<file path="src/logic/free_run_pkg.sv">
// Package for the free run default pattern generator.
// Assumes an 8-bit register port with byte addresses and 8-bit pixel components.
package free_run_pkg;
   localparam int REG_AW = 8;
   localparam int REG_DW = 8;
   localparam logic [7:0] OFS_LUMA_EN = 8'h0C;
   localparam logic [7:0] OFS_CHROMA = 8'h0D;
   localparam logic [7:0] OFS_PATTERN = 8'h14;
   localparam logic [7:0] RST_LUMA_EN = 8'h36;
   localparam logic [7:0] RST_CHROMA = 8'h7C;
   localparam logic [7:0] RST_PATTERN = 8'h10;
   // Field positions
   localparam int POS_FORCED = 0;
   localparam int POS_AUTO = 1;
   localparam int POS_LUMA_LO = 2;
   localparam int POS_LUMA_HI = 7;
   localparam int POS_PAT_HI = 2;
   localparam int POS_STD_LO = 4;
   localparam int POS_STD_HI = 7;
   localparam int LUMA_PAD = 2;
   localparam int STD_W = 4;
   // Raster extents: last active pixel of a line and last active line of each family
   localparam int LAST_PIXEL = 719;
   localparam int LAST_LINE_525 = 479;
   localparam int LAST_LINE_625 = 575;
   localparam logic [2:0] PAT_SINGLE = 3'h0;
   localparam logic [2:0] PAT_BARS = 3'h1;
   localparam logic [2:0] PAT_RAMP = 3'h2;
   localparam logic [2:0] PAT_BOX = 3'h5;
   localparam logic [7:0] Y_BLACK = 8'h10;
   localparam logic [7:0] Y_WHITE = 8'hEB;
   localparam logic [7:0] C_NEUTRAL = 8'h80;
   localparam logic [3:0] NIBBLE_ZERO = 4'h0;
   typedef enum logic [1:0] {SRC_DECODER, SRC_SINGLE, SRC_PATTERN} src_t;
endpackage

</file>
<file path="src/logic/free_run_gen.sv">
// Free run default pattern generator: replaces decoded video when lock is lost or forced.
// Assumes decoder video and lock status are on CLK_SYS; register port is synchronous.
`timescale 1ns/10ps
`default_nettype none
module free_run_gen #(
   parameter int XW = 11,
   parameter int YW = 10
) (
   input wire logic CLK_SYS,
   input wire logic ARST_N,
   input wire logic REG_WR,
   input wire logic [free_run_pkg::REG_AW-1:0] REG_ADDR,
   input wire logic [free_run_pkg::REG_DW-1:0] REG_WDATA,
   output logic [free_run_pkg::REG_DW-1:0] REG_RDATA,
   input wire logic DEC_LOCKED,
   input wire logic [7:0] DEC_Y,
   input wire logic [7:0] DEC_CB,
   input wire logic [7:0] DEC_CR,
   output logic [7:0] OUT_Y,
   output logic [7:0] OUT_CB,
   output logic [7:0] OUT_CR,
   output logic FREE_RUN
);
   import free_run_pkg::*;
   logic [7:0] luma_en_ff;
   logic [7:0] chroma_ff;
   logic [7:0] pattern_ff;
   logic [XW-1:0] x_ff;
   logic [YW-1:0] y_ff;
   logic [XW-1:0] last_x;
   logic [YW-1:0] last_y;
   logic free_run_now;
   logic [2:0] pat_eff;
   logic [2:0] bar_idx;
   logic [7:0] pat_y;
   logic [7:0] pat_cb;
   logic [7:0] pat_cr;
   logic [7:0] nxt_y;
   logic [7:0] nxt_cb;
   logic [7:0] nxt_cr;
   src_t src;

   // Register port: writes land on the next edge
   always_ff @(posedge CLK_SYS or negedge ARST_N) begin
      if (!ARST_N) begin
         luma_en_ff <= RST_LUMA_EN;
         chroma_ff <= RST_CHROMA;
         pattern_ff <= RST_PATTERN;
      end else if (REG_WR) begin
         if (REG_ADDR == OFS_LUMA_EN) luma_en_ff <= REG_WDATA;
         if (REG_ADDR == OFS_CHROMA) chroma_ff <= REG_WDATA;
         if (REG_ADDR == OFS_PATTERN) pattern_ff <= REG_WDATA;
      end
   end

   // Registered read data; unmapped addresses read zero
   always_ff @(posedge CLK_SYS or negedge ARST_N) begin
      if (!ARST_N) begin
         REG_RDATA <= '0;
      end else begin
         unique case (REG_ADDR)
            OFS_LUMA_EN: REG_RDATA <= luma_en_ff;
            OFS_CHROMA: REG_RDATA <= chroma_ff;
            OFS_PATTERN: REG_RDATA <= pattern_ff;
            default: REG_RDATA <= '0;
         endcase
      end
   end

   // Raster runs continuously so the output timing never stalls across lock changes
   free_run_timing #(.XW(XW), .YW(YW)) u_timing (
      .clk(CLK_SYS),
      .arst_n(ARST_N),
      .std_sel(pattern_ff[POS_STD_HI:POS_STD_LO]),
      .x_ff(x_ff),
      .y_ff(y_ff),
      .last_x(last_x),
      .last_y(last_y)
   );

   function automatic logic [2:0] pat_decode(input logic [2:0] code);
      unique case (code)
         PAT_BARS, PAT_RAMP, PAT_BOX: pat_decode = code;
         default: pat_decode = PAT_SINGLE;
      endcase
   endfunction

   always_comb begin
      // Forced enable wins; auto enable only acts when lock is lost
      free_run_now = luma_en_ff[POS_FORCED] | (luma_en_ff[POS_AUTO] & ~DEC_LOCKED);
      pat_eff = pat_decode(pattern_ff[POS_PAT_HI:0]);
      // Eight equal bars across the line
      bar_idx = 3'((32'(x_ff) * 8) / (32'(last_x) + 1));
      pat_y = Y_BLACK;
      pat_cb = C_NEUTRAL;
      pat_cr = C_NEUTRAL;
      unique case (pat_eff)
         PAT_BARS: begin
            unique case (bar_idx)
               3'h0: begin pat_y = 8'hEB; pat_cb = 8'h80; pat_cr = 8'h80; end
               3'h1: begin pat_y = 8'hD2; pat_cb = 8'h10; pat_cr = 8'h92; end
               3'h2: begin pat_y = 8'hAA; pat_cb = 8'hA6; pat_cr = 8'h10; end
               3'h3: begin pat_y = 8'h91; pat_cb = 8'h36; pat_cr = 8'h22; end
               3'h4: begin pat_y = 8'h6A; pat_cb = 8'hCA; pat_cr = 8'hDE; end
               3'h5: begin pat_y = 8'h51; pat_cb = 8'h5A; pat_cr = 8'hF0; end
               3'h6: begin pat_y = 8'h29; pat_cb = 8'hF0; pat_cr = 8'h6E; end
               3'h7: begin pat_y = 8'h10; pat_cb = 8'h80; pat_cr = 8'h80; end
            endcase
         end
         PAT_RAMP: begin
            // Chroma comes from the chroma register so software can neutralise it
            pat_y = Y_BLACK + 8'({bar_idx, 4'h0}) + 8'({bar_idx, 2'h0});
            pat_cr = {chroma_ff[7:4], NIBBLE_ZERO};
            pat_cb = {chroma_ff[3:0], NIBBLE_ZERO};
         end
         PAT_BOX: begin
            if (x_ff == '0 || y_ff == '0 || x_ff == last_x || y_ff == last_y)
               pat_y = Y_WHITE;
         end
         default: begin
            pat_y = {luma_en_ff[POS_LUMA_HI:POS_LUMA_LO], {LUMA_PAD{1'b0}}};
            pat_cr = {chroma_ff[7:4], NIBBLE_ZERO};
            pat_cb = {chroma_ff[3:0], NIBBLE_ZERO};
         end
      endcase
      src = free_run_now ? SRC_PATTERN : SRC_DECODER;
      unique case (src)
         SRC_PATTERN: begin nxt_y = pat_y; nxt_cb = pat_cb; nxt_cr = pat_cr; end
         default: begin nxt_y = DEC_Y; nxt_cb = DEC_CB; nxt_cr = DEC_CR; end
      endcase
   end

   always_ff @(posedge CLK_SYS or negedge ARST_N) begin
      if (!ARST_N) begin
         OUT_Y <= '0;
         OUT_CB <= '0;
         OUT_CR <= '0;
         FREE_RUN <= 1'b0;
      end else begin
         OUT_Y <= nxt_y;
         OUT_CB <= nxt_cb;
         OUT_CR <= nxt_cr;
         FREE_RUN <= free_run_now;
      end
   end

   a_forced_mode: assert property (@(posedge CLK_SYS) disable iff (!ARST_N)
      luma_en_ff[POS_FORCED] |=> FREE_RUN) else $error("forced enable did not give free run");
   a_auto_entry: assert property (@(posedge CLK_SYS) disable iff (!ARST_N)
      (luma_en_ff[POS_AUTO] && !DEC_LOCKED) |=> FREE_RUN) else $error("auto entry missed");
   a_pass_through: assert property (@(posedge CLK_SYS) disable iff (!ARST_N)
      (!luma_en_ff[POS_FORCED] && !luma_en_ff[POS_AUTO]) |=> (!FREE_RUN && OUT_Y == $past(DEC_Y)))
      else $error("decoder data not passed");
   a_single_luma: assert property (@(posedge CLK_SYS) disable iff (!ARST_N)
      (free_run_now && pattern_ff[POS_PAT_HI:0] == PAT_SINGLE) |=>
      OUT_Y == {$past(luma_en_ff[POS_LUMA_HI:POS_LUMA_LO]), 2'b00}) else $error("luma padding wrong");
   a_single_chroma: assert property (@(posedge CLK_SYS) disable iff (!ARST_N)
      (free_run_now && pattern_ff[POS_PAT_HI:0] == PAT_SINGLE) |=>
      (OUT_CR[7:4] == $past(chroma_ff[7:4]) && OUT_CB[7:4] == $past(chroma_ff[3:0])))
      else $error("chroma nibbles wrong");
   a_reserved_code: assert property (@(posedge CLK_SYS) disable iff (!ARST_N)
      (free_run_now && pattern_ff[POS_PAT_HI:0] == 3'h7) |=>
      (OUT_Y == {$past(luma_en_ff[POS_LUMA_HI:POS_LUMA_LO]), 2'b00} &&
      OUT_CR == {$past(chroma_ff[7:4]), NIBBLE_ZERO} && OUT_CB == {$past(chroma_ff[3:0]), NIBBLE_ZERO}))
      else $error("reserved code not single colour");
   a_box_corner: assert property (@(posedge CLK_SYS) disable iff (!ARST_N)
      (free_run_now && pat_eff == PAT_BOX && x_ff == '0) |=> OUT_Y == Y_WHITE)
      else $error("box border missing");
   a_box_inside: assert property (@(posedge CLK_SYS) disable iff (!ARST_N)
      (free_run_now && pat_eff == PAT_BOX && x_ff == XW'(5) && y_ff != '0 && y_ff != last_y) |=> OUT_Y == Y_BLACK)
      else $error("box interior not black");
   a_ramp_rises: assert property (@(posedge CLK_SYS) disable iff (!ARST_N)
      (pat_eff == PAT_RAMP && $past(pat_eff) == PAT_RAMP && bar_idx != 3'h0 && bar_idx != $past(bar_idx) && x_ff != '0)
      |-> pat_y > $past(pat_y)) else $error("ramp not brighter");
   a_reset_values: assert property (@(posedge CLK_SYS)
      $rose(ARST_N) |-> (luma_en_ff == RST_LUMA_EN && chroma_ff == RST_CHROMA))
      else $error("register reset values wrong");
endmodule
`default_nettype wire

</file>
<file path="src/logic/free_run_timing.sv">
// Raster counter for free run output.
// Assumes one pixel per CLK_SYS cycle; standard select picks the frame line count, line length is fixed.
`timescale 1ns/10ps
`default_nettype none
module free_run_timing #(
   parameter int XW = 11,
   parameter int YW = 10
) (
   input wire logic clk,
   input wire logic arst_n,
   input wire logic [3:0] std_sel,
   output logic [XW-1:0] x_ff,
   output logic [YW-1:0] y_ff,
   output logic [XW-1:0] last_x,
   output logic [YW-1:0] last_y
);
   import free_run_pkg::*;
   localparam logic [XW-1:0] W525 = XW'(LAST_PIXEL);
   localparam logic [YW-1:0] H525 = YW'(LAST_LINE_525);
   localparam logic [YW-1:0] H625 = YW'(LAST_LINE_625);
   // Odd standard codes are the 525-line family; the rest use 625 lines
   always_comb begin
      last_x = W525;
      last_y = std_sel[0] ? H525 : H625;
   end
   always_ff @(posedge clk or negedge arst_n) begin
      if (!arst_n) begin
         x_ff <= '0;
         y_ff <= '0;
      end else if (x_ff >= last_x) begin
         x_ff <= '0;
         y_ff <= (y_ff >= last_y) ? '0 : y_ff + YW'(1);
      end else begin
         x_ff <= x_ff + XW'(1);
      end
   end
endmodule
`default_nettype wire

</file>
<file path="config.mk">
export PLATFORM = sky130hd
export DESIGN_NAME = free_run_gen
export DESIGN_NICKNAME = d
export VERILOG_FILES = /design/src/logic/free_run_pkg.sv /design/src/logic/free_run_gen.sv /design/src/logic/free_run_timing.sv
export SDC_FILE = /design/constraint.sdc
export NUM_CORES = 1
export LEC_CHECK = 0
export ABC_CLOCK_PERIOD_IN_PS = 6200
export BUFFER_PORTS_ARGS = -buffer_cell sky130_fd_sc_hd__buf_2
export CORE_MARGIN = 4
export CORE_UTILIZATION = 56
export DETAILED_ROUTE_END_ITERATION = 12
export GPL_TIMING_DRIVEN = 0
export PLACE_DENSITY = 0.88
export SLEW_MARGIN = 20
export SYNTH_ARGS = -nofsm -noshare
export SYNTH_HDL_FRONTEND = slang
export SYNTH_SLANG_ARGS = --single-unit
</file>
<file path="constraint.sdc">
create_clock -name CLK_SYS -period 6.2 [get_ports CLK_SYS]
set_input_delay 1.86 -clock CLK_SYS [delete_from_list [all_inputs] [get_ports CLK_SYS]]
set_output_delay 1.86 -clock CLK_SYS [all_outputs]
set_load 0.05 [all_outputs]
</file>
# --- After elaboration in Yosys (flattened, before gate mapping) ---
# Memories as Yosys holds them, arrays and structs flattened.
# Cells that the tools add are included.
word_totals:
  ff_bits: 78
  rom_bits: 168
  elab_cells: 55
  n_memories: 1
  out_inout_bits: 33
  inputBits: 44
op_classes:
  reduce_logical: 9
  div_mod_pow: 1
  n_addsub: 4
  n_bitwise: 3
  eq_ne: 12
  muxes: 13
  magnitude_cmp: 2
memory_table:
  columns: ["memory", "depth", "width", "rd", "rd_ports_with_merged_regs", "write_ports", "line", "text"]
  rows:
  - ["(no name shown)", 8, 21, 1, 0, 0, "free_run_gen.sv:99", "unique case (bar_idx)"]
ops:
  columns: ["op", "count"]
  rows:
  - ["case mux 8 bit (3 select lines)", 2]
  - ["divider 14 x 10 -> 32 bit (second input constant)", 1]
  - ["2-to-1 mux 8 bit", 4]
  - ["case mux 8 bit (2 select lines)", 2]
  - ["2-to-1 mux 10 bit", 2]
  - ["equality test 8 x 4 -> 1 bit (second input constant)", 2]
  - ["adder 11 x 1 -> 11 bit (second input constant)", 1]
  - ["equality test 11 x 10 -> 1 bit (second input constant)", 1]
  - ["greater-or-equal comparator 11 x 10 -> 1 bit (second input constant)", 1]
  - ["logical NOT 11 bit", 1]
  - ["2-to-1 mux 11 bit", 1]
  - ["adder 10 x 1 -> 10 bit (second input constant)", 1]
  - ["equality test 10 bit", 1]
  - ["greater-or-equal comparator 10 bit", 1]
  - ["logical NOT 10 bit", 1]
  - ["adder 5 x 7 -> 8 bit (first input constant)", 1]
  - ["adder 8 x 5 -> 8 bit", 1]
  - ["equality test 8 x 5 -> 1 bit (second input constant)", 1]
  - ["equality test 3 x 1 -> 1 bit (second input constant)", 2]
  - ["equality test 3 x 2 -> 1 bit (second input constant)", 2]
  - ["equality test 3 bit (second input constant)", 2]
  - ["AND reduction 2 bit", 3]
  - ["logical OR 1 bit", 3]
  - ["2-to-1 mux 3 bit", 1]
  - ["6 further kinds", 6]

# --- Longest topological paths before layout ---
depth:
  ltp_word: 7
  ltp_mapped: 22
  mapped_depth_nobuf: 21

# --- By module ---
# From an unflattened synthesis, not the netlist that was laid out.
hier_totals:
  cells_unflattened: 3553
  hier_area_um2: 25896.1
by_module_without_submodules:
  columns: ["mod", "cells_per_inst", "area_per_inst_um2", "seq_area_each_um2", "n_inst"]
  rows:
  - ["free_run_gen", 3415, 24527.3, 1438.9, 1]
  - ["free_run_timing", 138, 1368.8, 525.5, 1]

# --- Worst setup path before layout ---
# OpenSTA, ideal clock, no wires.
synth_timing:
  path_kind: "flip-flop to flip-flop"
  startpoint: "reg u_timing.x_ff[6]"
  endpoint: "reg OUT_Y[6]"
  slack_ps: 1613
  path_stages_with_launch: 21
  period_less_slack_ps: 4587
  n_path_buf: 1
  required_ps: 6049
  arrival_time_ps: 4436
  setup_ps: 151
  cell_sequence: "dfrtp_1 > buf_2 > nor2_1 > o21ai_0 > ha_1 > nand2b_1 > a2bb2oi_1 > a2111oi_4 > xor2_2 > and3_1 > mux2_2 > and3_1 > a221o_1 > a311oi_4 > ha_1 > inv_1 > ha_1 > xnor2_1 > nor2_1 > a31oi_1 > a41oi_1"
synth_between:
  elab_chain_len: 7
  word_cells_on_any_way: 12
  cone_classes: "2 x add/sub; 1 x div; 1 x eq/ne; 3 x mux; 4 x reduce/logical; 1 x memory"
synth_rtl:
  columns: ["item", "line", "text"]
  rows:
  - ["start: declaration", "free_run_timing.sv:12", "output logic [XW-1:0] x_ff,"]
  - ["start signal: assignment", "free_run_timing.sv:34", "x_ff <= x_ff + XW'(1);"]
  - ["parallel branches: the longest is 5 deep, another holds divider 14 x 10 -> 32 bit", null, null]
  - ["case mux 8 bit (3 select lines) *", "free_run_gen.sv:97", "unique case (pat_eff)"]
  - ["2-to-1 mux 8 bit *", "free_run_gen.sv:127", "unique case (src)"]
  - ["net nxt_y[6]", "free_run_gen.sv:38", "logic [7:0] nxt_y;"]
  - ["end signal: assignment", "free_run_gen.sv:140", "OUT_Y <= nxt_y;"]
  - ["end: declaration", "free_run_gen.sv:19", "output logic [7:0] OUT_Y,"]
# Mark *: on every way through the listed nets, which the timed path passes.
# A chain may end at the register's enable or synchronous reset.

# --- Worst setup path in the final report ---
layout_timing:
  startpoint: "reg u_timing.x_ff[9]"
  endpoint: "reg OUT_Y[6]"
# The elaborated chain is that of the path after synthesis.

==> PnR_summary.wiki <==
{| class="wikitable"
! Metric !! Value
|-
| Status || complete, no violations
|-
| Reg-to-Reg End || OUT_Y[6]
|-
| CP arrival || 5650 ps
|-
| First-pass GRT wire length || 20300 um
|-
| Post-synth net total || 600
|-
| Source-to-sink clock delay at the later pin of the worst-skew pair || 370 ps
|-
| Register bit count reported by yosys || 78
|-
| NumNets Final || 688
|-
| Pre-CTS worst setup slack || 910 ps
|-
| Sinks on the clock net || 78
|-
| Distinct cells, synth || 71
|-
| Pin count of the biggest net entering global routing || 62
|-
| Leading cell types in the layout, fill and taps excluded || sky130_fd_sc_hd__buf_2 (82), sky130_fd_sc_hd__dfrtp_1 (68), sky130_fd_sc_hd__nor2_1 (53)
|-
| Kind of launch point of the worst setup path || flop
|-
| FILL cells || 675
|-
| WL per Instance || 16.9 um
|-
| Die area || 10400 um^2
|-
| HPWL Detailed || 9190 um
|-
| Sum of routed wire length over all layers || 12400 um
|-
| Buffers inserted by post-CTS timing repair || 0
|-
| Path category of the worst min-delay check || flop to flop
|-
| Proportion of total power due to net switching || 33.5%
|-
| Layout area overhead || 14.9%
|-
| Critical register-to-register path startpoint || u_timing.x_ff[9]
|-
| Reported net switching power || 0.395 mW
|-
| Worst Hold Path EP || REG_RDATA[3]
|-
| Antenna violations before repair || 0
|-
| Type of the worst setup path || flop to flop
|-
| Startpoint of the worst setup timing path || u_timing.x_ff[9]
|-
| Max Clock Freq || 0.184 GHz
|-
| Vias per inst || 6.09
|-
| Leakage || 2.60 nW
|-
| Clock tree from TritonCTS || done
|-
| Number of maximum-capacitance violations || 0
|-
| Number of pins with negative max-slew slack in the final report || 0
|-
| Syn Inst Count || 534
|-
| Total internal power || 0.783 mW
|-
| I/O pin count || 77
|-
| Final period utilization || 87.6%
|-
| Worst-path cell with the longest stage delay || sky130_fd_sc_hd__a2111oi_4
|-
| Number of H-tree branching levels || 3
|-
| Setup repair after global routing missed its margin || false
|-
| Clock skew after layout || 9.19 ps
|-
| Gate family responsible for the most delay along the worst path || compound AO/OA/AOI/OAI gates
|-
| Slowest stage delay, CP || 530 ps
|-
| Source of the worst hold timing path || pattern_ff[3]
|-
| Effective utilization at floorplan || 58.7%
|-
| Setup slack on the worst flop-to-flop path || 770 ps
|-
| Synth Area per Inst || 9.22 um^2
|-
| Largest driver fanout on the critical path || 10
|-
| Most frequent standard cell in the layout excluding fill and tap cells || sky130_fd_sc_hd__buf_2
|-
| Transition time of the tightest slew-check pin || 902 ps
|-
| Number of buffers added on ports || 76
|-
| Time the final worst path needs with I/O delays and setup || 5430 ps
|-
| Buffers from clock root to sink, at most || 2
|-
| Required time worst endpoint || 6420 ps
|-
| Chip Height || 102 um
|-
| Cell at the root of the clock tree || sky130_fd_sc_hd__clkbuf_8
|-
| Antenna diode instance count || 0
|-
| Total of cells resized after clock tree synthesis || 0
|-
| Worst Setup End Kind || flop
|-
| Sequential cell area in the final layout || 1960 um^2
|-
| Initial DRC count || 254
|-
| Horiz. Die Dim || 102 um
|-
| Number of synthesized flops with an enable pin || 0
|-
| Global-route usage over all layers || 24.7%
|-
| Number of warnings printed during yosys synthesis || 0
|-
| Clock slew at reported path FFs || 100 ps
|-
| Final-report hold violation count || 0
|-
| Ratio of cells with drive above 1 in the final layout || 24.4%
|-
| Number of cell instances on the worst register-to-register path || 20
|-
| Number of buffers inserted during clock tree synthesis || 9
|-
| Drt drc || 0
|-
| Critical Path, Cell by Cell || buf_2 > inv_1 > o21ai_0 > ha_1 > nand2b_1 > a2bb2oi_1 > a2111oi_4 > xor2_2 > and3_1 > mux2_2 > and3_1 > a221o_1 > a311oi_4 > ha_1 > inv_1 > ha_1 > xnor2_1 > nor2_1 > a31oi_1 > a41oi_1
|-
| Total core area || 8380 um^2
|-
| Total power divided by cell area || 208 nW/um^2
|-
| Utilization after layout || 67.5%
|-
| Max IR drop VDD || 0.119 mV
|-
| Crit path setup slack, layout || 770 ps
|-
| Via count of the first global-routing pass || 4324
|-
| Multi-input gate area || 2760 um^2
|-
| Synthesized area || 4920 um^2
|-
| Core Rows || 33
|-
| Instance count along the most critical hold path || 2
|-
| Overflow after GRT || 0
|-
| Post-Route Setup TNS || 0 ps
|-
| Slew headroom || 39.9%
|-
| Hold buffer count at cts || 0
|-
| Combinational Power Share || 19.3%
|-
| Placer's final routability congestion estimate || 0.975
|-
| Setup violators final || 0
|-
| Number of vias in the routed layout || 4456
|-
| Cell occurring most often along the worst timing path || sky130_fd_sc_hd__ha_1
|-
| Flip-flop cell with the highest count after synthesis || sky130_fd_sc_hd__dfrtp_1
|-
| Count of antenna-violating nets left after detailed routing || 0
|-
| Fraction of the yosys area taken by sequential cells || 39.9%
|-
| Async set or reset register ratio after synthesis || 100%
|-
| Iteration count of the initial detailed-routing pass || 5
|-
| Share of total power in sequential cells || 49.0%
|-
| Buffering stage count on the worst path with inverters included || 3
|-
| Fraction of power consumed by the clock network || 31.7%
|}
==> sequential cells by signal (all words and copies together), names as in the netlist <==
signal / cells
REG_RDATA: 8
pattern_ff: 8
FREE_RUN: 1
u_timing.x_ff: 11
chroma_ff: 8
OUT_CB: 8
OUT_CR: 8
u_timing.y_ff: 10
OUT_Y: 8
luma_en_ff: 8
==> cells by family after synthesis <==
logic type	after synthesis	share of synthesized area, %
other cells	1	0.0762
mux	38	8.41
flops	78	39.9
xor+xnor	19	3.69
simple gates	193	19.4
buf+inv	48	3.96
fa+ha+maj	23	5.79
compound gates	134	18.8
==> cell usage after synthesis (3+ instances only) <==
cell                         n  area share (%)
sky130_fd_sc_hd__dfrtp_1    68              35
sky130_fd_sc_hd__nor2_1     53             4.0
sky130_fd_sc_hd__nand2_1    49             3.7
sky130_fd_sc_hd__o21ai_0    41             4.2
sky130_fd_sc_hd__mux2_2     27             6.2
sky130_fd_sc_hd__ha_1       22             5.6
sky130_fd_sc_hd__a21oi_1    20             2.0
sky130_fd_sc_hd__nand3_1    19             1.9
sky130_fd_sc_hd__inv_1      18             1.4
sky130_fd_sc_hd__xnor2_1    16             2.8
sky130_fd_sc_hd__nor3_1     15             1.5
sky130_fd_sc_hd__clkbuf_1   14             1.1
sky130_fd_sc_hd__and3_1     13             1.7
sky130_fd_sc_hd__nand2b_1   12             1.5
sky130_fd_sc_hd__mux2i_1    11             2.2
sky130_fd_sc_hd__dfstp_2    10             5.3
sky130_fd_sc_hd__buf_2       7            0.71
sky130_fd_sc_hd__a21o_1      6            0.91
sky130_fd_sc_hd__a31oi_1     6            0.76
sky130_fd_sc_hd__and2_1      5            0.64
sky130_fd_sc_hd__nand4_1     5            0.64
sky130_fd_sc_hd__o211ai_1    5            0.76
sky130_fd_sc_hd__o21a_1      5            0.76
sky130_fd_sc_hd__o22ai_1     5            0.64
sky130_fd_sc_hd__o31ai_1     5            0.76
sky130_fd_sc_hd__buf_1       4            0.30
sky130_fd_sc_hd__nand3b_1    4            0.61
sky130_fd_sc_hd__nor4_1      4            0.51
sky130_fd_sc_hd__a211oi_1    3            0.46
sky130_fd_sc_hd__a22o_1      3            0.53
sky130_fd_sc_hd__a22oi_1     3            0.46
sky130_fd_sc_hd__and4_1      3            0.53
sky130_fd_sc_hd__o211a_1     3            0.61
sky130_fd_sc_hd__o2bb2ai_1   3            0.53
==> worst max-delay path by stage <==
stage                    end  slack (ps)  cells after the start
detailed placement  OUT_Y[6]         910                     20
CTS                 OUT_Y[6]         850                     20
floorplan           OUT_Y[6]        1610                     20
global route        OUT_Y[6]         440                     22
global placement    OUT_Y[6]        1030                     22
finish              OUT_Y[6]         770                     20
==> layer usage <==
layer,part of all wire [%],vias up,track usage (%)
li1,-,2099,-
met2,48,207,39.1
met4,1.7,0,10.3
met3,8.2,22,3.99
met1,42,2128,33.6
met5,0,-,0
==> power by group through the flow <==
stage / combinational [mW] / clock [mW] / sequential [mW]
after floorplan: 0.114 / 0 / 0.621
final: 0.228 / 0.374 / 0.577
after global routing: 0.252 / 0.398 / 0.583
after CTS: 0.228 / 0.377 / 0.576
after global placement: 0.216 / 0 / 0.583
after detailed placement: 0.227 / 0 / 0.585
==> metrics by stage <==
step | instances | hold slack, ps | cell area (um^2) | power, mW
after floorplan | 534 | 444 | 4920 | 0.735
after CTS | 732 | 499 | 5660 | 1.18
after global routing | 732 | 525 | 5660 | 1.23
final | 732 | 499 | 5660 | 1.18
after detailed placement | 716 | 469 | 5470 | 0.812
after global placement | 715 | 459 | 5440 | 0.799
==> area by class of cell <==
class | instances | area share (%)
plain buffers | 26 | 1.95
well taps | 105 | 2.32
multi-input cells | 408 | 48.9
clock inverters | 7 | 1.22
repair buffers | 77 | 7.25
clock buffers | 9 | 2.19
inverters | 22 | 1.50
flip-flops and latches | 78 | 34.7
==> worst min-delay path, stage by stage (launching register included) <==
cell and delay, ps:
sky130_fd_sc_hd__dfrtp_1 350, sky130_fd_sc_hd__nand2_1 50, sky130_fd_sc_hd__o21ai_0 70
(Power assumes the default switching activity.)
